$ cat config.mk
export PLATFORM = sky130hd
export DESIGN_NAME = plei_top
export DESIGN_NICKNAME = d
export VERILOG_FILES = /design/src/hw/plei_pkg.sv /design/src/hw/plei_top.sv
export SDC_FILE = /design/constraint.sdc
export NUM_CORES = 1
export LEC_CHECK = 0
export BUFFER_PORTS_ARGS = -buffer_cell sky130_fd_sc_hd__buf_4
export CORE_ASPECT_RATIO = 0.75
export CORE_MARGIN = 2
export CORE_UTILIZATION = 44
export DETAILED_ROUTE_END_ITERATION = 7
export GPL_ROUTABILITY_DRIVEN = 1
export PLACE_DENSITY = 0.79
export SKIP_CTS_REPAIR_TIMING = 1
export SYNTH_ARGS = -nofsm -noshare
export SYNTH_HDL_FRONTEND = slang
export SYNTH_SLANG_ARGS = --single-unit
$ cat constraint.sdc
create_clock -name i_core_clk -period 2 [get_ports i_core_clk]
set_clock_uncertainty 0.1 [all_clocks]
set_input_delay 0.2 -clock i_core_clk [delete_from_list [all_inputs] [get_ports i_core_clk]]
set_output_delay 0.2 -clock i_core_clk [all_outputs]
set_load 0.05 [all_outputs]
$ cat src/hw/plei_pkg.sv
package plei_pkg;
	// ==========================================================
	// Register map (index = word number, byte address = 4 * index)
	// ==========================================================
	localparam logic [5:0] IDX_CTRL = 6'h11;
	localparam logic [5:0] IDX_LINK_EVENT = 6'h12;
	localparam int ADDR_LSB = 2;
	localparam int REG_W = 16;
	localparam int ADDR_MSB = 7;
	localparam int LANE_CFG = 0;
	localparam int LANE_PEND = 1;

	// ==========================================================
	// Event register layout: pending at EVT_BASE+n, enable at n
	// ==========================================================
	localparam int N_EVT = 8;
	localparam int EVT_BASE = 8;
	localparam int EV_RXERR_HF = 0;
	localparam int EV_FCAR_HF = 1;
	localparam int EV_AN_DONE = 2;
	localparam int EV_DUPLEX = 3;
	localparam int EV_SPEED = 4;
	localparam int EV_LINK = 5;
	localparam int EV_ENERGY = 6;
	localparam int EV_QUALITY = 7;
	localparam logic [N_EVT-1:0] EVT_RESET = 8'h00;

	// ==========================================================
	// Control register layout
	// ==========================================================
	localparam int CTL_OUT_EN = 0;
	localparam int CTL_GLOBAL_EN = 1;
	localparam int CTL_TEST = 2;
	localparam int CTL_POLARITY = 3;
	localparam int CTL_W = 4;
	localparam logic [CTL_W-1:0] CTL_RESET = 4'h8;

	// ==========================================================
	// Counter thresholds
	// ==========================================================
	localparam int FC_CNT_W = 8;
	localparam logic [FC_CNT_W-1:0] FC_HALF = 8'h7f;
	localparam int RX_CNT_W = 16;
	localparam logic [RX_CNT_W-1:0] RX_HALF = 16'h7fff;
	localparam int SPEED_W = 2;

	// ==========================================================
	// Bus handshake states
	// ==========================================================
	typedef enum logic [1:0] {
		PLEI_IDLE = 2'b01,
		PLEI_ACK = 2'b10
	} plei_bus_state_t;
endpackage

$ cat src/hw/plei_top.sv
// The implementer's own choices: the placing of the registers and the Avalon-MM slave port.
`timescale 1ns/1ps
// How it works
// RULE1 - Bit 15 sets on link quality change while link up; read clears.
// RULE2 - Bit 14 sets on any energy detect change; read clears.
// RULE3 - Bit 13 sets on link status change; pending until read.
// RULE4 - Bit 12 sets on speed status change; read clears.
// RULE5 - Bit 11 sets on duplex status change; read clears.
// RULE6 - Bit 10 sets when auto-negotiation completes; read clears.
// RULE7 - Bit 9 sets when false carrier count passes half range; read clears.
// RULE8 - Bit 8 sets when receive error count passes half range; read clears.
// RULE9 - Enable bits 7..4 for quality, energy, link, speed; reset zero.
// RULE10 - Enable bit 3 duplex, bit 2 auto-negotiation; reset zero.
// RULE11 - Enable bit 1 false carrier, bit 0 receive error; reset zero.
// RULE12 - Event interrupts need the global enable in the control register.
// RULE13 - Polarity bit set: pin idles high, low on interrupt; else inverted.
// RULE14 - Test bit forces an interrupt for as long as it stays set.
// RULE15 - False carrier count above 7Fh counts as half full.
// RULE16 - Pending bits latch regardless of enable; request is pending and enable.
// RULE17 - Read clears pending atomically; same-cycle events stay pending.
module plei_top (
	input wire logic i_core_clk,
	input wire logic i_nrst,
	input wire logic [7:0] i_avs_address,
	input wire logic i_avs_read,
	input wire logic i_avs_write,
	input wire logic [31:0] i_avs_writedata,
	input wire logic [3:0] i_avs_byteenable,
	output logic [31:0] o_avs_readdata,
	output logic o_avs_waitrequest,
	input wire logic i_link_up,
	input wire logic i_link_quality_good,
	input wire logic i_energy_detect,
	input wire logic [plei_pkg::SPEED_W-1:0] i_speed,
	input wire logic i_full_duplex,
	input wire logic i_an_complete,
	input wire logic [plei_pkg::FC_CNT_W-1:0] i_false_carrier_count,
	input wire logic [plei_pkg::RX_CNT_W-1:0] i_rx_error_count,
	output logic o_irq,
	output logic o_int_pin,
	output logic o_int_pin_oe
);

	// ==========================================================
	// Avalon-MM slave: one wait state per access
	// ==========================================================
	plei_pkg::plei_bus_state_t bus_state;
	logic req;
	logic accept;
	logic [5:0] index;
	logic hit_ctrl;
	logic hit_evt;

	// Waitrequest is combinational, so the second cycle of a request is the ack
	assign req = i_avs_read | i_avs_write;
	assign accept = req && (bus_state == plei_pkg::PLEI_ACK);
	assign o_avs_waitrequest = req && (bus_state != plei_pkg::PLEI_ACK);
	assign index = i_avs_address[plei_pkg::ADDR_MSB:plei_pkg::ADDR_LSB];

	always_comb begin
		hit_ctrl = 1'b0;
		hit_evt = 1'b0;
		if (index == plei_pkg::IDX_CTRL) begin
			hit_ctrl = 1'b1;
		end else if (index == plei_pkg::IDX_LINK_EVENT) begin
			hit_evt = 1'b1;
		end
	end

	always_ff @(posedge i_core_clk or negedge i_nrst) begin
		if (!i_nrst) begin
			bus_state <= plei_pkg::PLEI_IDLE;
		end else begin
			case (bus_state)
				plei_pkg::PLEI_IDLE: begin
					if (req) begin
						bus_state <= plei_pkg::PLEI_ACK;
					end
				end
				plei_pkg::PLEI_ACK: begin
					bus_state <= plei_pkg::PLEI_IDLE;
				end
				default: begin
					bus_state <= plei_pkg::PLEI_IDLE;
				end
			endcase
		end
	end

	// ==========================================================
	// Event detection
	// ==========================================================
	logic prev_link_up;
	logic prev_quality;
	logic prev_energy;
	logic [plei_pkg::SPEED_W-1:0] prev_speed;
	logic prev_duplex;
	logic prev_an;
	logic prev_fc_half;
	logic prev_rx_half;
	logic fc_half;
	logic rx_half;
	logic [plei_pkg::N_EVT-1:0] events;

	// Half-full fires once on the upward crossing; a count parked above does not retrigger
	assign fc_half = i_false_carrier_count > plei_pkg::FC_HALF; // RULE15
	assign rx_half = i_rx_error_count > plei_pkg::RX_HALF;

	// History resets to link-down levels; a status already up at release
	// reports one change, which software wants to see anyway.
	always_ff @(posedge i_core_clk or negedge i_nrst) begin
		if (!i_nrst) begin
			prev_link_up <= 1'b0;
		end else begin
			prev_link_up <= i_link_up;
		end
	end

	always_ff @(posedge i_core_clk or negedge i_nrst) begin
		if (!i_nrst) begin
			prev_quality <= 1'b0;
		end else begin
			prev_quality <= i_link_quality_good;
		end
	end

	always_ff @(posedge i_core_clk or negedge i_nrst) begin
		if (!i_nrst) begin
			prev_energy <= 1'b0;
		end else begin
			prev_energy <= i_energy_detect;
		end
	end

	always_ff @(posedge i_core_clk or negedge i_nrst) begin
		if (!i_nrst) begin
			prev_speed <= '0;
		end else begin
			prev_speed <= i_speed;
		end
	end

	always_ff @(posedge i_core_clk or negedge i_nrst) begin
		if (!i_nrst) begin
			prev_duplex <= 1'b0;
		end else begin
			prev_duplex <= i_full_duplex;
		end
	end

	always_ff @(posedge i_core_clk or negedge i_nrst) begin
		if (!i_nrst) begin
			prev_an <= 1'b0;
		end else begin
			prev_an <= i_an_complete;
		end
	end

	always_ff @(posedge i_core_clk or negedge i_nrst) begin
		if (!i_nrst) begin
			prev_fc_half <= 1'b0;
		end else begin
			prev_fc_half <= fc_half;
		end
	end

	always_ff @(posedge i_core_clk or negedge i_nrst) begin
		if (!i_nrst) begin
			prev_rx_half <= 1'b0;
		end else begin
			prev_rx_half <= rx_half;
		end
	end

	always_comb begin
		events = '0;
		events[plei_pkg::EV_QUALITY] = i_link_up && (i_link_quality_good != prev_quality); // RULE1
		events[plei_pkg::EV_ENERGY] = i_energy_detect != prev_energy; // RULE2
		events[plei_pkg::EV_LINK] = i_link_up != prev_link_up; // RULE3
		events[plei_pkg::EV_SPEED] = i_speed != prev_speed; // RULE4
		events[plei_pkg::EV_DUPLEX] = i_full_duplex != prev_duplex; // RULE5
		events[plei_pkg::EV_AN_DONE] = i_an_complete && !prev_an; // RULE6
		events[plei_pkg::EV_FCAR_HF] = fc_half && !prev_fc_half; // RULE7
		events[plei_pkg::EV_RXERR_HF] = rx_half && !prev_rx_half; // RULE8
	end

	// ==========================================================
	// Registers
	// ==========================================================
	logic [plei_pkg::N_EVT-1:0] pending;
	logic [plei_pkg::N_EVT-1:0] enable;
	logic [plei_pkg::CTL_W-1:0] ctrl;
	logic [plei_pkg::N_EVT-1:0] clr_mask;
	logic [31:0] next_readdata;
	logic wr_accept;
	logic rd_capture;
	logic wr_evt;
	logic rd_evt;
	logic wr_enable;
	logic wr_pending;
	logic wr_ctrl;

	assign wr_accept = accept && i_avs_write;
	assign rd_capture = i_avs_read && (bus_state == plei_pkg::PLEI_IDLE);
	assign wr_evt = wr_accept && hit_evt;
	assign rd_evt = accept && i_avs_read && hit_evt;
	assign wr_enable = wr_evt && i_avs_byteenable[plei_pkg::LANE_CFG];
	assign wr_pending = wr_evt && i_avs_byteenable[plei_pkg::LANE_PEND];
	assign wr_ctrl = wr_accept && hit_ctrl && i_avs_byteenable[plei_pkg::LANE_CFG];

	// Only the bits actually returned to software (captured one edge earlier)
	// are cleared, so an event landing during the access survives.
	always_comb begin
		clr_mask = '0;
		if (rd_evt) begin
			clr_mask = o_avs_readdata[plei_pkg::EVT_BASE +: plei_pkg::N_EVT]; // RULE17
		end else if (wr_pending) begin
			clr_mask = i_avs_writedata[plei_pkg::EVT_BASE +: plei_pkg::N_EVT];
		end
	end

	always_ff @(posedge i_core_clk or negedge i_nrst) begin
		if (!i_nrst) begin
			pending <= plei_pkg::EVT_RESET;
		end else begin
			pending <= (pending & ~clr_mask) | events; // RULE16 RULE17
		end
	end

	// Enables gate only the request; pending bits latch regardless
	always_ff @(posedge i_core_clk or negedge i_nrst) begin
		if (!i_nrst) begin
			enable <= plei_pkg::EVT_RESET; // RULE9 RULE10 RULE11
		end else if (wr_enable) begin
			enable <= i_avs_writedata[plei_pkg::N_EVT-1:0]; // RULE9 RULE10 RULE11
		end
	end

	always_ff @(posedge i_core_clk or negedge i_nrst) begin
		if (!i_nrst) begin
			ctrl <= plei_pkg::CTL_RESET;
		end else if (wr_ctrl) begin
			ctrl <= i_avs_writedata[plei_pkg::CTL_W-1:0];
		end
	end

	// Unused upper bits and unmapped words read as zero
	always_comb begin
		next_readdata = '0;
		if (hit_evt) begin
			next_readdata[plei_pkg::EVT_BASE +: plei_pkg::N_EVT] = pending;
			next_readdata[plei_pkg::N_EVT-1:0] = enable;
		end else if (hit_ctrl) begin
			next_readdata[plei_pkg::CTL_W-1:0] = ctrl;
		end
	end

	// Read data is captured on the first request edge and held for the ack
	always_ff @(posedge i_core_clk or negedge i_nrst) begin
		if (!i_nrst) begin
			o_avs_readdata <= '0;
		end else if (rd_capture) begin
			o_avs_readdata <= next_readdata;
		end
	end

	// ==========================================================
	// Interrupt output
	// ==========================================================
	logic event_irq;
	logic test_irq;
	logic irq_now;
	logic next_pin;

	assign event_irq = ctrl[plei_pkg::CTL_GLOBAL_EN] && |(pending & enable); // RULE12 RULE16
	assign test_irq = ctrl[plei_pkg::CTL_TEST]; // RULE14
	assign irq_now = event_irq || test_irq;
	assign next_pin = irq_now ^ ctrl[plei_pkg::CTL_POLARITY]; // RULE13

	// Registered so the pin cannot glitch while several sources change together
	always_ff @(posedge i_core_clk or negedge i_nrst) begin
		if (!i_nrst) begin
			o_irq <= 1'b0;
		end else begin
			o_irq <= irq_now;
		end
	end

	always_ff @(posedge i_core_clk or negedge i_nrst) begin
		if (!i_nrst) begin
			o_int_pin <= plei_pkg::CTL_RESET[plei_pkg::CTL_POLARITY];
		end else begin
			o_int_pin <= next_pin; // RULE13
		end
	end

	always_ff @(posedge i_core_clk or negedge i_nrst) begin
		if (!i_nrst) begin
			o_int_pin_oe <= 1'b0;
		end else begin
			o_int_pin_oe <= ctrl[plei_pkg::CTL_OUT_EN];
		end
	end

endmodule

==> metrics.txt, run 1 <==
Setup TNS=0 ns; clk_lat worst skew=0.30 ns; post-synth top area share=~55%; Multi-input gate area=791 µm²; Post-DRT Antenna Nets=0; Ys Warns=0; top post-synthesis cells by count=dfrtp_1 (47), nand2_1 (45), buf_4 (17); Tmin final=between 1.5 and 2 ns; IO Port Bufs=between 50 and 60; Async S/R FF share, synth=100%; Post-Syn Area per Cell=around 11 µm²; WS Path Type=input pin to register; placed wire-length estimate=3150 µm; Setup crit end kind=register; # placed instances=roughly 310; Clock transition at path regs=about 0.080 ns; run status=complete, no violations; WP buf/inv=2; Clk pwr share=between 20% and 30%; critical path cell sequence=buf_4, or4b_4, nor4_4, buf_4, nand2_1, a32o_1; DRC viols=0; CP arrival=about 1.8 ns; Root Driver=clkbuf_8; non-filler instance count after layout=between 300 and 400; initial core utilization=between 40% and 50%; worst-case reg-to-reg path depth=5; DR pass1 iterations=4; area of the die=roughly 5500 µm²; main area contributors after synthesis=dfrtp_1 (55%), nand2_1 (7.8%), mux2_1 (6.3%), buf_4 (5.9%), dfstp_2 (3.7%); crit path launch type=input pin; Max IR drop VDD=approximately 0.00036 V; Final Slew Violations=0; largest net degree at the start of global routing=51; crit-path max cell delay=0.58 ns; sequential-to-total area share from yosys stat=approximately 58%; Final Wtd Congestion=about 0.74; Worst EP required=roughly 2.1 ns; Final #Nets=approximately 340; max cap viols=0; RSZ-0062 raised after global routing=false; Critical Path Slowest Stage Cell=or4b_4; critical path depth=6; row count=22; cell taking the most area after synthesis=dfrtp_1; worst min-delay path startpoint=i_avs_writedata[4]; Antenna diodes=0; Sw Pwr=about 0.0006 W; H-tree depth=2; Vias/cell=between 4 and 5; switch share=between 20 and 30%; Longest Clk Path Bufs=2; io pins=between 100 and 150; Most common cell on crit path=buf_4; fmax=0.579 GHz; Post-synth EDFFs=0; antenna violations before repair=0; Internal Power=~0.0014 W; Worst-Margin Slew=between 0.6 and 0.7 ns; Critical R2R Capture=pending[0]; final worst-path cycle share=a little under nine tenths; Die Wd=84.8 µm; synthesized cell area=approximately 2200 µm²; Post-Layout Inst Area=around 2800 µm²; worst min path class=input pin to register; PwrDens=735 nW/µm²; most frequent cell after synthesis=dfrtp_1; Reg-to-Reg Start=bus_state[0]; die outline height=~65 µm; Crit. Startpoint=i_avs_address[5]; Post-Route WL=4320 µm; routed vias=around 1,600; Worst setup endpoint=pending[0]; number of setup violations in the final report=0; flop2flop setup slack=0.35 ns; CTS Buf Count=5; crit path max fanout=6; Area Overhead vs Synth=29.5%; Synth Register Bits=50; layout cells sized above 1=around 29%; total track usage=16.6%; register area=around 1300 µm²; first-pass GRT wire length=around 7100 µm; Pleak=1.31 nW; Slew headroom=59.3%; Core Box Area=around 4800 µm²; Yosys cell types=27; family with the most delay on the worst path=simple AND/OR/NAND/NOR gates; CTS tree=done; Remaining Overflow, GRT=0; Avg WL per Cell=~13 µm; Flop pwr share=between 50% and 60%; vias in the first global route=around 1,500; FILL cells=~410; initial drt markers=approximately 130; clock sink count=50; Top FF cell, synth=dfrtp_1; final hold vios=0; combinational fraction of design power=approximately a fifth; DP Area=about 2600 µm²; post-synthesis cell count=~190
==> cells in the final DEF, fill, tap and decap left out, types with 2 or more instances in the layout <==
cell	Yosys	routed
a31o_1	3	3
conb_1	1	16
clkbuf_8	0	5
dfrtp_1	47	47
dfstp_2	3	3
mux2_1	12	12
buf_4	17	61
o21ai_0	2	2
a32o_1	4	4
a22oi_1	8	8
o21ai_1	14	14
clkbuf_1	6	2
and4_1	2	2
inv_1	4	4
xor2_1	7	7
nand3b_1	2	2
nor2b_1	3	3
nor2_1	2	2
dlygate4sd3_1	0	10
nand2b_1	2	2
nand2_1	45	45
==> logic make-up (layout without fill, tap and decap cells) <==
| kind of cell | Yosys count | after routing | share of synthesized area (%) |
|---|---|---|---|
| flops | 50 | 50 | 58.2 |
| other cells | 1 | 16 | 0.174 |
| mux | 12 | 12 | 6.27 |
| xor+xnor | 7 | 7 | 2.85 |
| simple gates | 62 | 62 | 14.4 |
| compound gates | 33 | 33 | 10.4 |
| buf+inv | 27 | 83 | 7.67 |
==> state kept, by name, indices dropped and copies added (netlist names) <==
register	count
prev_quality	1
enable	8
o_irq	1
o_avs_readdata	16
prev_energy	1
prev_fc_half	1
bus_state	2
ctrl	4
pending	8
prev_duplex	1
o_int_pin_oe	1
prev_speed	2
prev_rx_half	1
prev_link_up	1
o_int_pin	1
prev_an	1
==> power groups by stage <==
stage               registers (W)  clock network (W)  logic, W
floorplan                 0.00115                  0  0.000249
global placement          0.00112                  0  0.000396
detailed placement        0.00112                  0  0.000400
CTS                       0.00110           0.000560  0.000401
global route              0.00111           0.000593  0.000450
finish                    0.00110           0.000535  0.000415
==> through the flow <==
step	power, W	util (%)	worst slack (ns)	hold slack [ns]
2_1_floorplan	0.00140	-	0.0880	-0.196
3_3_place_gp	0.00151	54.3	-0.0377	0.157
3_5_place_dp	0.00152	54.3	-0.0527	0.154
4_1_cts	0.00206	55.8	0.269	-0.172
5_1_grt	0.00215	57.9	0.208	0.00854
6_report	0.00205	57.9	0.273	0.0121
==> routing by layer <==
layer | GRT usage [%] | share of wire (%) | up-vias | wire [µm]
met4 | 6.55 | 1.7 | 0 | 75
met5 | 0 | 0 | - | 0
met3 | 5.10 | 7.6 | 9 | 327
met2 | 24.7 | 46 | 58 | 1970
met1 | 22.9 | 45 | 731 | 1950
li1 | - | - | 760 | -
==> layout make-up <==
type | instances | area share [%]
repair buffers | 72 | 20.7
flip-flops and latches | 50 | 45.0
multi-input cells | 130 | 28.3
inverters | 4 | 0.538
well taps | 60 | 2.69
clock buffers | 7 | 2.74
==> worst min path at each step <==
stage	to	slack, ns	depth (start not counted)
floorplan	bus_state[1]	-0.20	0
global placement	prev_fc_half	0.16	1
detailed placement	prev_fc_half	0.15	1
CTS	prev_fc_half	-0.17	1
global route	enable[4]	0.009	2
finish	enable[4]	0.01	2
Power figures use the tool's default switching activity.
==> inputs of run 2 (changes only) <==
CORE_ASPECT_RATIO = unset   (was 0.75)
PLACE_DENSITY = 0.88   (was 0.79)
SKIP_LAST_GASP = 1   (was unset)
==> run 2 against run 1 <==
  * Maximum frequency fell by 1.1%
  * Flip-flop and latch count unchanged
  * First-iteration DRC count down 45%
  * Setup slack got worse by 0.020 ns
  * Die area down 0.11%
  * Critical path type unchanged
  * Largest cell class unchanged
==> metrics.txt, run 2 (same netlist as run 1, synthesis figures left out) <==
die outline height=74.0 µm (+15%); dpl ws=-0.0588 ns (-0.00608 ns); final hold vios=0 (unchanged); flop2flop setup slack=0.43 ns (+0.08 ns); Final #Nets=343 (+0.29%); IO Port Bufs=56 (unchanged); Post-Layout Inst Area=2800 µm² (+0.49%); Core Box Area=4720 µm² (-1.9%); io pins=115 (unchanged); initial core utilization=45.6% (+0.89 points); max cap viols=0 (unchanged); Final Wtd Congestion=0.744 (+0.73%); Worst EP required=2.08 ns (about the same); Avg WL per Cell=13.2 µm (-1.5%); layout cells sized above 1=29.4% (+0.92 points); CTS Buf Count=5 (unchanged); Critical R2R Capture=pending[2]; Longest Clk Path Bufs=2 (unchanged); clk_lat worst skew=0.30 ns (about the same); crit path launch type=input pin; Worst-Margin Slew=0.619 ns (+0.00865 ns); first-pass GRT wire length=6590 µm (-6.6%); H-tree depth=2 (unchanged); largest net degree at the start of global routing=51 (unchanged); WS Path Type=input pin to register; Final Slew Violations=0 (unchanged); routed vias=1,553 (-0.32%); row count=25 (+14%); Post-DRT Antenna Nets=0 (unchanged); WHS=0.0168 ns (+0.00472 ns); Root Driver=clkbuf_8; max reg flops=16 (unchanged); CP arrival=1.83 ns (+0.02 ns); antenna violations before repair=0 (unchanged); Setup TNS=0 ns (unchanged); DP Area=2620 µm² (+0.14%); number of setup violations in the final report=0 (unchanged); vias in the first global route=1,384 (-7.2%); Tmin final=1.75 ns (+0.0197 ns); end of the worst hold path=enable[7]; Setup crit end kind=register; Slew headroom=58.7% (-0.58 points); worst-case reg-to-reg path depth=5 (unchanged); Post-Route WL=4370 µm (+1.2%); Area Overhead vs Synth=30.1%; post-route setup slack=0.253 ns (-0.0197 ns); worst min path class=input pin to register; clock sink count=50 (unchanged); Remaining Overflow, GRT=0 (unchanged); PwrDens=742 nW/µm² (+0.97%); crit path max fanout=4 (-2); commonest non-fill, non-tap cell in the layout=buf_4; Total Power=0.00208 W (+1.5%); Top reg by flops=o_avs_readdata; RSZ-0062 raised after global routing=false; Pleak=1.32 nW (+0.74%); initial drt markers=70 (-45%); area of the die=5470 µm² (-0.11%); Die Wd=74.0 µm (-13%); worst min-delay path startpoint=i_avs_writedata[7]; largest registers=o_avs_readdata (16), enable (8), pending (8); Reg-to-Reg Start=bus_state[0]; commonest cells after routing, fill and taps aside=buf_4 (63), dfrtp_1 (47), nand2_1 (45), conb_1 (16), o21ai_1 (14); Vias/cell=4.68 (-3.0%); fmax=0.572 GHz (-1.1%); run status=complete, no violations; Clock transition at path regs=0.09 ns (about the same); DRC viols=0 (unchanged); total track usage=16.4% (-0.20 points); Max IR drop VDD=0.000561 V (+55%); CTS tree=done; DR pass1 iterations=4 (unchanged); WHS Path Cells=2 (unchanged); Antenna diodes=0 (unchanged); final worst-path cycle share=87.4% (+0.99 points)
[run 2: cell type report]
class                      instances  area (µm²)
tap                               67        83.8
sequential                        50        1250
clock buffer                       6        72.6
fill                             413        1920
inverter                           4        15.0
clock inverter                     2        13.8
timing repair buffer              73         573
multi-input combinational        130         791
[run 2: power by group]
part | switching (W) | total, W | internal, W
logic | 0.000276 | 0.000415 | 0.000139
registers | 0.0000330 | 0.00110 | 0.00107
clock network | 0.000317 | 0.000564 | 0.000247
[run 2: worst max-delay path by stage]
stage	from	end	slack, ns	cells past startpoint
final	i_avs_address[5]	ctrl[1]	0.25	5
after global routing	i_avs_address[5]	ctrl[2]	0.18	5
after CTS	i_avs_address[5]	ctrl[1]	0.26	5
after detailed placement	i_avs_address[5]	ctrl[1]	-0.06	5
after global placement	i_avs_address[5]	ctrl[0]	-0.03	5
after floorplan	i_avs_address[5]	ctrl[0]	0.09	4
[run 2: stage by stage]
step                util [%]  std cells
floorplan                  -        207
global placement        55.4        314
detailed placement      55.4        314
CTS                     57.2        322
global route            59.4        332
finish                  59.4        332
[run 2: routing by layer]
layer	vias up	part of all wire, %	track usage, %
met1	720	44	21.3
met5	-	0	0
met4	0	1.3	5.45
li1	768	-	-
met3	7	6.2	5.01
met2	58	48	26.5
[run 2: critical path, cell delays in order]
cell and delay [ns]:
buf_4 0.11, or4b_4 0.59, nor3b_2 0.24, and4_1 0.34
mux2_1 0.35
==> inputs of run 3 (changes only) <==
--- a/config.mk
+++ b/config.mk
@@ -12,3 +12,3 @@
 export GPL_ROUTABILITY_DRIVEN = 1
-export PLACE_DENSITY = 0.88
+export PLACE_DENSITY = 0.79
 export SKIP_CTS_REPAIR_TIMING = 1
==> constraint.sdc (replaced) <==
create_clock -name i_core_clk -period 2 [get_ports i_core_clk]
set_clock_uncertainty 0.1 [all_clocks]
set_input_delay 0.4 -clock i_core_clk [delete_from_list [all_inputs] [get_ports i_core_clk]]
set_output_delay 0.4 -clock i_core_clk [all_outputs]
set_load 0.05 [all_outputs]
==> run 3 against run 2 <==
  * The run now ends with negative hold slack left
  * Final cell count fell by 3.3%
  * Largest power group unchanged
  * Cell area fell by 1.6%
  * Highest routed layer unchanged
  * Core utilization fell by 0.93 points
  * Sequential share of layout area rose by 0.71 points
  * Count of clock-buffer cells in the layout rose by 2
  * Clock power rose by 6.9%
  * Register-to-register slack got worse by 0.04 ns
  * Maximum frequency fell by 4.6%
  * Wire length fell by 1.2%
  * Via count fell by 0.45%
  * Sequential power barely moved
==> metrics.txt, run 3 (same netlist as run 1, synthesis figures left out) <==
run status=finished with violations; failing checks=negative hold slack; layout cells sized above 1=33.9% (+4.4 points); Critical R2R Capture=pending[7]; initial core utilization=45.6% (unchanged); number of setup violations in the final report=0 (unchanged); Post-Layout Inst Area=2760 µm² (-1.6%); flop2flop setup slack=0.39 ns (-0.04 ns); Top reg by flops=o_avs_readdata; Slew headroom=58.7% (about the same); Setup crit end kind=register; placed wire-length estimate=around 3200 µm; max reg flops=16 (unchanged); H-tree depth=2 (unchanged); worst min path class=input pin to async pin; vias in the first global route=1,545 (+12%); Die Wd=74.0 µm (unchanged); clk_lat worst skew=0.31 ns (about the same); DRC viols=0 (unchanged); family with the most delay on the worst path=simple AND/OR/NAND/NOR gates; Worst-Margin Slew=0.620 ns (+0.000635 ns); crit path max fanout=4 (unchanged); WP buf/inv=1 (unchanged); clock sink count=50 (unchanged); Avg WL per Cell=13.5 µm (+2.2%); CTS Buf Count=5 (unchanged); Clock transition at path regs=0.08 ns (about the same); crit path launch type=input pin; Total Power=0.00211 W (+1.4%); worst-case reg-to-reg path depth=5 (unchanged); io pins=115 (unchanged); final hold vios=5 (+5); WHS=-0.00264 ns (-0.0194 ns); largest registers=o_avs_readdata (16), enable (8), pending (8); initial drt markers=84 (+20%); IO Port Bufs=56 (unchanged); CTS tree=done; Area Overhead vs Synth=28.1%; Final #Nets=332 (-3.2%); WS Path Type=input pin to register; Met2 Routed Length=2040 µm (-3.6%); Remaining Overflow, GRT=0 (unchanged); DP Area=2670 µm² (+2.0%); largest net degree at the start of global routing=51 (unchanged); Core Box Area=4720 µm² (unchanged); critical path cell sequence=buf_4, or4b_4, nor3b_4, and4_4, mux2_1; RSZ-0062 raised after global routing=false; DR pass1 iterations=4 (unchanged); M1 WL=1900 µm (-1.6%); Root Driver=clkbuf_8; commonest cells after routing, fill and taps aside=buf_4 (61), dfrtp_1 (47), nand2_1 (45), conb_1 (16), o21ai_1 (14); highest routed layer=met4; FILL cells=419 (+1.5%); fmax=0.546 GHz (-4.6%); post-route setup slack=0.168 ns (-0.0847 ns); row count=25 (unchanged); Post-DRT Antenna Nets=0 (unchanged); first-pass GRT wire length=7200 µm (+9.3%); Post-Route WL=4320 µm (-1.2%); die outline height=74.0 µm (unchanged); Critical Path Slowest Stage Cell=or4b_4; Reg-to-Reg Start=bus_state[0]; Antenna diodes=0 (unchanged); Pleak=1.28 nW (-3.1%); Final Wtd Congestion=0.722 (-2.9%); Tmin final=1.83 ns (+0.0847 ns); crit-path max cell delay=0.60 ns (about the same); area of the die=5470 µm² (unchanged); routed vias=1,546 (-0.45%); max cap viols=0 (unchanged); commonest non-fill, non-tap cell in the layout=buf_4; WL met3=322 µm (+20%); PwrDens=764 nW/µm² (+3.0%); Worst EP required=2.09 ns (about the same); total track usage=17.8% (+1.3 points); antenna violations before repair=0 (unchanged); Max IR drop VDD=0.000685 V (+22%); Vias/cell=4.82 (+3.0%); Longest Clk Path Bufs=2 (unchanged); CP arrival=1.92 ns (+0.09 ns); dpl ws=-0.153 ns (-0.0946 ns); Final Slew Violations=0 (unchanged); final worst-path cycle share=91.6% (+4.2 points)
run 3: changes by cell type in the layout (fill, tap and decap cells not counted), moves of 2 or more:
cell / previous run / this run
dlygate4sd3_1: 10 / 0
mux2_1: 12 / 3
mux2_4: 0 / 9
buf_4: 63 / 61
run 3: final cells by class:
cell class	count	area, µm²	share of cell area [%]
sequential	50	1250	45.5
multi-input combinational	130	838	30.4
timing repair buffer	62	478	17.3
clock buffer	8	90.1	3.26
tap	67	83.8	3.04
inverter	4	15.0	0.544
run 3: report_power, final:
group / internal, W / switching (W)
Clock: 0.000282 / 0.000320
Sequential: 0.00107 / 0.0000348
Combinational: 0.000132 / 0.000273
Total: 0.00148 / 0.000628
run 3: per-stage QoR:
stage                     setup TNS, ns  instances  util [%]
after floorplan                  -0.303        207         -
after global placement            -1.85        313      56.5
after detailed placement          -2.08        313      56.5
after CTS                             0        321      58.4
after global routing                  0        321      58.4
final                                 0        321      58.4
run 3: layer usage:
metal / track usage, % / vias up
met2: 28.1 / 61
met1: 22.9 / 740
met5: 0 / -
met4: 6.06 / 0
met3: 6.37 / 6
li1: - / 739
run 3: how the worst max path moves through the flow:
stage                     start  endpoint  slack [ns]  cells past startpoint
2_1_floorplan  i_avs_address[7]   ctrl[0]       -0.05                      4
3_3_place_gp   i_avs_address[7]   ctrl[2]       -0.15                      5
3_5_place_dp   i_avs_address[7]   ctrl[0]       -0.15                      5
4_1_cts        i_avs_address[7]   ctrl[0]        0.18                      5
5_1_grt        i_avs_address[7]   ctrl[0]        0.13                      5
6_report       i_avs_address[7]   ctrl[0]        0.17                      5
